$ cat src/scdm_consts.vh
/*
  Constants for the system clock divider/multiplier block: register
  offsets, field positions, reset values, mode codes and timing counts.
  Assumes it is included by bare name from the design file.
*/
// Contract
// RULE1 - three-way source select from divide field
// RULE2 - machine cycle is system clock divided by four
// RULE3 - divide field zero enables multiplier, factor two/four
// RULE4 - oscillator clocks per machine cycle per encoding
// RULE5 - new rate applies one machine cycle later
// RULE6 - field changes must pass through 10
// RULE7 - software checks 10 and alt mode before multiplier
// RULE8 - clear enable, factor, enable, ready, write 00
// RULE9 - ready flag set about 65536 oscillator cycles later
// RULE10 - multiplier engages machine cycle after 00 write
// RULE11 - leaving multiplier needs only a field change
// RULE12 - timers 0/1 rate follows timer divide select
// RULE13 - timer 2 every 2, or 512 low-rate
// RULE14 - serial mode 0 at one or three machine cycles
// RULE15 - serial mode 2 at 64/32, low-rate 16384/8192
// RULE16 - reserved 01 encoding is rejected
`ifndef SCDM_CONSTS_VH
`define SCDM_CONSTS_VH

// register byte offsets
`define SCDM_OFS_PWR       4'h0
`define SCDM_OFS_FLAG      4'h4
`define SCDM_OFS_RATE      4'h8

// power_mgmt_reg fields
`define SCDM_CD_HI         7
`define SCDM_CD_LO         6
`define SCDM_MUL_EN        4
`define SCDM_FACTOR        3
// external_flag_register fields
`define SCDM_READY         3
`define SCDM_ALT_MODE      2
// rate select register fields
`define SCDM_TIMER_DIV     0
`define SCDM_TIMER2_DIV    1
`define SCDM_SER0_RATE     2
`define SCDM_SER_DOUBLE    3

// divide select encodings
`define SCDM_CD_MUL        2'h0
`define SCDM_CD_RSVD       2'h1
`define SCDM_CD_DIV4       2'h2
`define SCDM_CD_LOWRATE    2'h3
`define SCDM_CD_RESET      2'h2

// clk_i cycles per oscillator cycle (lets the 4x sysclk be one clk_i)
`define SCDM_CLK_PER_OSC   4
// oscillator cycle counts, except SCDM_MC_SYS and SCDM_SER0_MULT, which are multipliers
`define SCDM_LOCK_OSC      65536
`define SCDM_SLOW_DIV      256
`define SCDM_MC_SYS        4
`define SCDM_T01_FIXED     12
`define SCDM_T01_LOWRATE   3072
`define SCDM_T2_FAST       2
`define SCDM_T2_LOWRATE    512
`define SCDM_SER0_MULT     3
`define SCDM_SER2_SLOW     64
`define SCDM_SER2_FAST     32
`define SCDM_SER2_LR_SLOW  16384
`define SCDM_SER2_LR_FAST  8192

`endif

$ cat src/scdm_clock_ctrl.v
/*
  System clock divider/multiplier. Produces one-cycle tick strobes for
  the system clock, machine cycle, timers 0/1, timer 2 and baud
  generator, serial mode 0 and serial mode 2, plus an Avalon-MM register
  slave for the control and flag bits.
  Assumes clk_i runs at four times the oscillator rate so that every
  selectable rate is a whole number of clk_i cycles; the alt clock mode
  status arrives asynchronously from a pin.
*/
// Chosen here: the address map and the Avalon-MM register port.
`timescale 1ns/1ps
`include "scdm_consts.vh"

module scdm_clock_ctrl
#(
  parameter LOCK_CLK = `SCDM_LOCK_OSC * `SCDM_CLK_PER_OSC  // multiplier lock wait
)
(
  // clock and reset
  input  wire        clk_i,
  input  wire        rstn_i,
  // avalon-mm register slave
  input  wire [3:0]  avs_address_i,
  input  wire        avs_read_i,
  input  wire        avs_write_i,
  input  wire [31:0] avs_writedata_i,
  input  wire [3:0]  avs_byteenable_i,
  output wire [31:0] avs_readdata_o,
  output wire        avs_waitrequest_o,
  // asynchronous status pin
  input  wire        alt_clock_mode_status_i,
  // rate strobes and divide select in force
  output wire        sys_tick_o,
  output wire        mc_tick_o,
  output wire        timer01_tick_o,
  output wire        timer2_tick_o,
  output wire        ser0_tick_o,
  output wire        ser2_tick_o,
  output wire [1:0]  active_cd_o
);

  // multiplier entry sequence states
  localparam SEQ_IDLE    = 2'h0;  // nothing done yet
  localparam SEQ_CLEARED = 2'h1;  // enable cleared in divide-by-4
  localparam SEQ_FACTOR  = 2'h2;  // factor written with enable clear
  localparam SEQ_ARMED   = 2'h3;  // enable set, lock wait running

  localparam NTICK = 6;           // number of strobe counters
  localparam CW    = 17;          // counter width, holds 65536

  // period in clk_i cycles of one oscillator count; the product is
  // wider than a counter, so it is cut to CW bits on purpose
  function [CW-1:0] osc2clk;
    input [31:0] osc;
    reg   [31:0] prod;
    begin
      prod    = osc * `SCDM_CLK_PER_OSC;
      osc2clk = prod[CW-1:0];
    end
  endfunction

  // counter period scaled by a whole factor, cut to CW bits on purpose;
  // every product used here stays below 2^CW
  function [CW-1:0] scale;
    input [CW-1:0] per_in;
    input [31:0]   fac;
    reg   [31:0]   prod;
    begin
      prod  = per_in * fac;
      scale = prod[CW-1:0];
    end
  endfunction

  // system clock period in clk_i cycles for a divide setting
  function [CW-1:0] sys_per;
    input [1:0] cd;
    input       fx;
    begin
      case (cd)
        `SCDM_CD_MUL:     sys_per = fx ? 17'h1 : 17'h2;  // x4 / x2
        `SCDM_CD_LOWRATE: sys_per = osc2clk(`SCDM_SLOW_DIV);
        default:          sys_per = osc2clk(32'h1);      // raw oscillator
      endcase
    end
  endfunction

  // register file
  reg  [1:0]  cd_ff;              // accepted divide select
  reg  [1:0]  active_cd_ff;       // divide select in force
  reg         factor_ff;          // multiply_factor_select
  reg         active_fx_ff;       // factor in force
  reg         mul_en_ff;          // multiplier_enable
  reg         ready_ff;           // multiplier_ready_flag
  reg  [3:0]  rate_sel_ff;        // timer/serial rate selects
  reg  [1:0]  seq_ff;             // entry sequence progress
  reg         pend_ff;            // rate change waiting for mc edge
  reg  [18:0] lock_cnt_ff;        // lock wait counter
  reg         alt_meta_ff;        // synchroniser stage 1
  reg         alt_sync_ff;        // synchroniser stage 2
  // bus
  reg         ack_ff;             // answer cycle of a request
  reg  [31:0] rdata_ff;           // registered read data
  // strobes
  reg  [CW-1:0]    cnt_ff [0:NTICK-1];
  reg  [NTICK-1:0] tick_ff;

  wire        req      = avs_read_i | avs_write_i;
  wire        wr_go    = avs_write_i & ack_ff & avs_byteenable_i[0];
  wire [7:0]  wbyte    = avs_writedata_i[7:0];
  wire        wr_pwr   = wr_go & (avs_address_i == `SCDM_OFS_PWR);
  wire        wr_rate  = wr_go & (avs_address_i == `SCDM_OFS_RATE);
  wire [1:0]  new_cd   = {wbyte[`SCDM_CD_HI], wbyte[`SCDM_CD_LO]};
  wire        new_en   = wbyte[`SCDM_MUL_EN];
  wire        new_fx   = wbyte[`SCDM_FACTOR];
  wire        in_div4  = (cd_ff == `SCDM_CD_DIV4);
  wire        lowrate  = (active_cd_ff == `SCDM_CD_LOWRATE);

  assign avs_waitrequest_o = req & ~ack_ff;  // one wait cycle per access
  assign avs_readdata_o    = rdata_ff;

  // divide-select acceptance check
  reg         cd_ok;
  always @*
  begin
    cd_ok = 1'b0;
    if (new_cd == `SCDM_CD_RSVD)
      cd_ok = 1'b0;                                        // RULE16
    else if (new_cd == cd_ff)
      cd_ok = 1'b1;                                        // no change
    else if (new_cd == `SCDM_CD_MUL)
      cd_ok = in_div4 & (seq_ff == SEQ_ARMED) & ready_ff
              & mul_en_ff & new_en;                        // RULE8
    else if (in_div4 | (new_cd == `SCDM_CD_DIV4))
      cd_ok = 1'b1;                                        // RULE6 RULE11
    else
      cd_ok = 1'b0;                                        // RULE6
  end

  // sequence tracker next state
  reg  [1:0]  nxt_seq;
  always @*
  begin
    nxt_seq = seq_ff;
    if (wr_pwr)
    begin
      if (!in_div4 || alt_sync_ff)
        nxt_seq = SEQ_IDLE;                    // only from 10 with alt mode 0
      else
        case (seq_ff)
          SEQ_IDLE:    nxt_seq = new_en ? SEQ_IDLE : SEQ_CLEARED;
          SEQ_CLEARED: nxt_seq = new_en ? SEQ_IDLE : SEQ_FACTOR;
          SEQ_FACTOR:  nxt_seq = new_en ? SEQ_ARMED : SEQ_FACTOR;
          SEQ_ARMED:   nxt_seq = new_en ? SEQ_ARMED : SEQ_CLEARED;
          default:     nxt_seq = SEQ_IDLE;
        endcase
    end
  end

  // bus slave: request held until waitrequest drops
  // ack_ff is high only in the answer cycle, so a held request is seen
  // once and its write lands at exactly one edge
  always @(posedge clk_i or negedge rstn_i)
  begin
    if (!rstn_i)
    begin
      ack_ff   <= 1'b0;
      rdata_ff <= 32'h0;
    end
    else
    begin
      ack_ff <= req & ~ack_ff;
      if (avs_read_i & ~ack_ff)
        case (avs_address_i)
          `SCDM_OFS_PWR:
            rdata_ff <= {24'h0, cd_ff, 1'b0, mul_en_ff, factor_ff, 3'h0};
          `SCDM_OFS_FLAG:
            rdata_ff <= {24'h0, active_cd_ff, 2'h0, ready_ff, alt_sync_ff, 2'h0};
          `SCDM_OFS_RATE:
            rdata_ff <= {28'h0, rate_sel_ff};
          default:
            rdata_ff <= 32'h0;                 // unmapped reads as zero
        endcase
    end
  end

  // pin synchroniser, stage 1 feeds only stage 2
  always @(posedge clk_i or negedge rstn_i)
  begin
    if (!rstn_i)
    begin
      alt_meta_ff <= 1'b0;
      alt_sync_ff <= 1'b0;
    end
    else
    begin
      alt_meta_ff <= alt_clock_mode_status_i;
      alt_sync_ff <= alt_meta_ff;
    end
  end

  // control register writes and sequence tracking
  always @(posedge clk_i or negedge rstn_i)
  begin
    if (!rstn_i)
    begin
      cd_ff       <= `SCDM_CD_RESET;
      factor_ff   <= 1'b0;
      mul_en_ff   <= 1'b0;
      rate_sel_ff <= 4'h0;
      seq_ff      <= SEQ_IDLE;
    end
    else
    begin
      seq_ff <= nxt_seq;
      if (wr_pwr)
      begin
        if (cd_ok)
          cd_ff <= new_cd;                                 // RULE6 RULE8
        // enable may not drop while the multiplier drives the clock
        if (cd_ff != `SCDM_CD_MUL)
        begin
          mul_en_ff <= new_en;
          if (!mul_en_ff)
            factor_ff <= new_fx;               // factor frozen while enabled
        end
      end
      if (wr_rate)
        rate_sel_ff <= wbyte[3:0];
    end
  end

  // multiplier lock wait and ready flag
  // the counter stops once the flag is up, so it never wraps
  always @(posedge clk_i or negedge rstn_i)
  begin
    if (!rstn_i)
    begin
      lock_cnt_ff <= 19'h0;
      ready_ff    <= 1'b0;
    end
    else if (!mul_en_ff)
    begin
      lock_cnt_ff <= 19'h0;                    // lock lost with enable
      ready_ff    <= 1'b0;
    end
    else if (lock_cnt_ff >= LOCK_CLK[18:0] - 19'h1)
      ready_ff <= 1'b1;                                    // RULE9
    else
      lock_cnt_ff <= lock_cnt_ff + 19'h1;
  end

  // apply the accepted setting at the next machine-cycle edge
  always @(posedge clk_i or negedge rstn_i)
  begin
    if (!rstn_i)
    begin
      active_cd_ff <= `SCDM_CD_RESET;
      active_fx_ff <= 1'b0;
      pend_ff      <= 1'b0;
    end
    else if (pend_ff & tick_ff[1])
    begin
      active_cd_ff <= cd_ff;                               // RULE5 RULE10
      active_fx_ff <= factor_ff;                           // RULE3
      pend_ff      <= 1'b0;
    end
    // a change written back before it applied is dropped here, so the
    // strobes are not restarted for nothing
    else
      pend_ff <= (cd_ff != active_cd_ff);
  end

  // strobe periods in clk_i cycles
  reg  [CW-1:0] per [0:NTICK-1];
  reg  [CW-1:0] mc_per;
  always @*
  begin
    per[0] = sys_per(active_cd_ff, active_fx_ff);          // RULE1 RULE3
    mc_per = scale(per[0], `SCDM_MC_SYS);                  // RULE2 RULE4
    per[1] = mc_per;
    // timers 0 and 1
    if (rate_sel_ff[`SCDM_TIMER_DIV])
      per[2] = mc_per;                                     // RULE12
    else
      per[2] = lowrate ? osc2clk(`SCDM_T01_LOWRATE)
                       : osc2clk(`SCDM_T01_FIXED);         // RULE12
    // timer 2 and baud generator ignore their divide select
    per[3] = lowrate ? osc2clk(`SCDM_T2_LOWRATE)
                     : osc2clk(`SCDM_T2_FAST);             // RULE13
    // serial mode 0
    if (rate_sel_ff[`SCDM_SER0_RATE])
      per[4] = mc_per;                                     // RULE14
    else
      per[4] = scale(mc_per, `SCDM_SER0_MULT);             // RULE14
    // serial mode 2; low-rate slow count needs the full counter width
    if (lowrate)
      per[5] = rate_sel_ff[`SCDM_SER_DOUBLE] ? osc2clk(`SCDM_SER2_LR_FAST)  // RULE15
                                            : osc2clk(`SCDM_SER2_LR_SLOW);
    else
      per[5] = rate_sel_ff[`SCDM_SER_DOUBLE] ? osc2clk(`SCDM_SER2_FAST)  // RULE15
                                            : osc2clk(`SCDM_SER2_SLOW);
  end

  // strobe counters; all restart together when a new rate is applied
  integer i;
  always @(posedge clk_i or negedge rstn_i)
  begin
    if (!rstn_i)
    begin
      tick_ff <= {NTICK{1'b0}};
      for (i = 0; i < NTICK; i = i + 1)
        cnt_ff[i] <= {CW{1'b0}};
    end
    else
    begin
      for (i = 0; i < NTICK; i = i + 1)
      begin
        if (pend_ff & tick_ff[1])
        begin
          cnt_ff[i]  <= {CW{1'b0}};            // glitch-free restart
          tick_ff[i] <= 1'b0;
        end
        else if (cnt_ff[i] >= per[i] - 17'h1)
        begin
          cnt_ff[i]  <= {CW{1'b0}};
          tick_ff[i] <= 1'b1;                              // RULE15
        end
        else
        begin
          cnt_ff[i]  <= cnt_ff[i] + 17'h1;
          tick_ff[i] <= 1'b0;
        end
      end
    end
  end

  assign sys_tick_o     = tick_ff[0];
  assign mc_tick_o      = tick_ff[1];
  assign timer01_tick_o = tick_ff[2];
  assign timer2_tick_o  = tick_ff[3];
  assign ser0_tick_o    = tick_ff[4];
  assign ser2_tick_o    = tick_ff[5];
  assign active_cd_o    = active_cd_ff;

endmodule

$ cat config.mk
export PLATFORM = sky130hd
export DESIGN_NAME = scdm_clock_ctrl
export DESIGN_NICKNAME = d
export VERILOG_FILES = /design/src/scdm_clock_ctrl.v
export VERILOG_INCLUDE_DIRS = /design/src
export SDC_FILE = /design/constraint.sdc
export NUM_CORES = 1
export LEC_CHECK = 0
export ABC_AREA = 0
export BUFFER_PORTS_ARGS = -buffer_cell sky130_fd_sc_hd__buf_2
export CAP_MARGIN = 5
export CELL_PAD_IN_SITES_DETAIL_PLACEMENT = 1
export CELL_PAD_IN_SITES_GLOBAL_PLACEMENT = 1
export CORE_MARGIN = 4
export CORE_UTILIZATION = 42
export DETAILED_ROUTE_END_ITERATION = 10
export GPL_TIMING_DRIVEN = 0
export PLACE_DENSITY_LB_ADDON = 0.08
export SYNTH_ARGS = -nofsm -noshare
export SYNTH_HDL_FRONTEND = slang
export SYNTH_SLANG_ARGS = --single-unit
$ cat constraint.sdc
create_clock -name clk_i -period 4 [get_ports clk_i]
set_input_delay 0.4 -clock clk_i [delete_from_list [all_inputs] [get_ports clk_i]]
set_output_delay 0.4 -clock clk_i [all_outputs]
set_load 0.03 [all_outputs]
==> results.tsv <==
metric	value	unit
outcome	completed	
Port Buffers	31	
layout cells sized above 1	0.1504	
die width	155.2	um
Leakage	5.025	nW
dominant cell by count in the synthesized netlist	dfrtp_1	
nets	1188	
Initial DRC Count	250	
CP max FO	6	
HPWL after detailed placement	15.84	mm
cell count after synthesis	945	
CP top delay family	adder cells	
cell repeated most along the worst path	buf_4	
min-delay worst type	in2reg	
dpl cell area	9784	um2
initial antenna violation count	0	
crit-path max cell delay	0.55	ns
CTS tree	done	
dpl cells	1284	
Fin. Hold Viols	0	
Inserted Diodes	0	
syn avg cell area	9.632	um2
Core Rows	53	
worst-margin pin slew	0.7493	ns
sequential area share after synthesis	0.4181	
Final min period	3.894	ns
Max Cap Viol	0	
# setup viols final	0	
core footprint	21150	um2
top cell type's share of synthesized area	0.4124	
Die Y	155.2	um
part of the cycle the worst path needs	0.9736	
fin. max-slew vios	0	
via count	7089	
drt drc	0	
Synth area leader	dfrtp_1	
vias in the first global route	7609	
YS warnings	0	
largest net degree at the start of global routing	105	
final instance area	10650	um2
filler instances	2426	
Max clock buf depth	2	
Post-Route WL	22.36	mm
Most used DFF post-synth	dfrtp_1	
WL/cell	16.70	um
final non-filler cell total	1339	
clock sink total	152	
cell area after synthesis	9102	um2
post-route ant nets	0	
worst path arrival time	4.25	ns
fraction of registers with async set or reset after synthesis	1.000	
grt ovf	0	
CP Data Required Time	4.35	ns
Initial Util	0.4303	
first-pass GRT wire length	37.60	mm
Num CTS Buffers	17	
drt via density	5.294	
GP Congestion	0.7960	
Synth cell types	70	
Buf/Inv on CP	4	
Slew headroom	0.4989	
Skew-Pair Late Insertion Delay	0.43	ns
Hold WS	0.08118	ns
sequence of cells on the critical path	inv_2 > ha_4 > nor3b_4 > ha_4 > mux2i_1 > ha_2 > nor3b_4 > buf_4 > xnor2_1 > ha_1 > a21oi_2 > o21ai_2 > o21ai_0 > o211ai_1 > buf_4 > buf_4 > a21oi_1	
DRT Pass-1 Iters	4	
Overall Global Routing Usage	0.1904	
cell area power density	486.3	nW/um2
root cell of the clock tree	clkbuf_16	
Setup Skew	0.01460	ns
H-Tree Depth	4	
total power	5.181	mW
Crit-path slowest cell	dfstp_2	
most common library cells after synthesis	dfrtp_1, nor2_1, ha_1	
Crit Path Class	reg2reg	
Crit. End Element	register	
Post-synth EDFFs	0	
# IOs	86	
Max IR drop VDD	0.0002508	V
Die ar.	24090	um2
fmax	256.8	MHz
CTS clk-pin slew, worst paths	0.06	ns
setup TNS	0	ns
count of state elements after synthesis	152	
synthesis-to-finish area growth	17.05	%
synth top area cells	dfrtp_1, ha_1, xnor2_1, nor2_1, xor2_1	
Setup crit start kind	register	
## metal layers
layer / wire length, um / share of wire / global-route usage / up-vias
met5: 0 / 0 / 0 / -
met4: 212 / 0.0095 / 0.04835 / 0
met3: 644 / 0.029 / 0.02921 / 16
met2: 11080 / 0.50 / 0.3309 / 62
met1: 10420 / 0.47 / 0.2496 / 3524
li1: - / - / - / 3487
## repair_timing
item                                    in CTS  in global routing
resized for setup                           15                 19
hold buffers                                 1                  0
hold endpoints to repair                    48                  0
pin swaps                                    3                 11
endpoints found under the setup margin      46                 62
setup buffers                                5                 16
cloned                                       1                  0
## placed cells by master, fill, tap and decap left out, drive strengths merged, types with 7 or more instances in the layout
cell type and count:
a21o 10, a21oi 26, and2 18, and3 24
and4 16, buf 82, clkbuf 38, clkinv 8
conb 34, dfrtp 150, ha 92, inv 31
mux2 7, nand2 78, nand3 37, nand4 24
nor2 109, nor3 48, nor4 9, o21ai 31
xnor2 53, xor2 45
## flip-flops by register name, summed over array words and instances, names as in the netlist
name	count
ack_ff	1
tick_ff	6
rate_sel_ff	4
factor_ff	1
ready_ff	1
lock_cnt_ff	19
active_cd_o	2
seq_ff	2
pend_ff	1
active_fx_ff	1
cnt_ff	102
cd_ff	2
mul_en_ff	1
alt_meta_ff	1
alt_sync_ff	1
avs_readdata_o	7
## cells by family after synthesis
logic type / share of synthesized area
simple gates: 0.2203
flops: 0.4181
compound gates: 0.08385
xor+xnor: 0.09430
fa+ha+maj: 0.1265
buf+inv: 0.04302
mux: 0.01306
other cells: 0.0008250
## worst register-to-register path: cells and delay by family, from the launching register on
family | cells | cell delay (ns)
simple gates | 2 | 0.57
buf+inv | 4 | 0.55
fa+ha+maj | 4 | 1.05
xor+xnor | 1 | 0.14
compound gates | 5 | 0.83
mux | 1 | 0.14
flops | 1 | 0.55
## cell type report
class	instances	area, um2	area share
inverters	32	123.9	0.01163
clock inverters	12	130.1	0.01221
clock buffers	20	436.7	0.04099
repair buffers	55	367.9	0.03453
flip-flops and latches	152	3807	0.3574
plain buffers	46	286.5	0.02689
well taps	275	344.1	0.03230
multi-input cells	747	5157	0.4841
## stage by stage
step                      setup slack [ns]    util
final                               0.1057  0.5036
after global routing              -0.09571  0.5036
after CTS                        0.0002283  0.4954
after detailed placement           -0.6159  0.4625
after global placement             -0.5884  0.4608
after floorplan                    0.06895       -
## power by group
group / leakage, nW / switching [mW] / internal, mW
Sequential: 2.04 / 0.149 / 1.69
Clock: 0.274 / 0.658 / 0.917
Combinational: 2.71 / 1.06 / 0.708
## path summary, 6_finish.rpt
check	startpoint	slack, ns	to	cells past startpoint
setup / recovery	active_cd_o[1]	0.11	cnt_ff[24]	17
hold / removal	alt_clock_mode_status_i	0.08	alt_meta_ff	1
setup reg to reg	active_cd_o[1]	0.11	cnt_ff[24]	17
hold reg to reg	alt_meta_ff	0.37	alt_sync_ff	0
max in group asynchronous	rstn_i	2.63	cnt_ff[93]	3
min in group asynchronous	rstn_i	0.48	cnt_ff[37]	2
(Power assumes the default switching activity.)
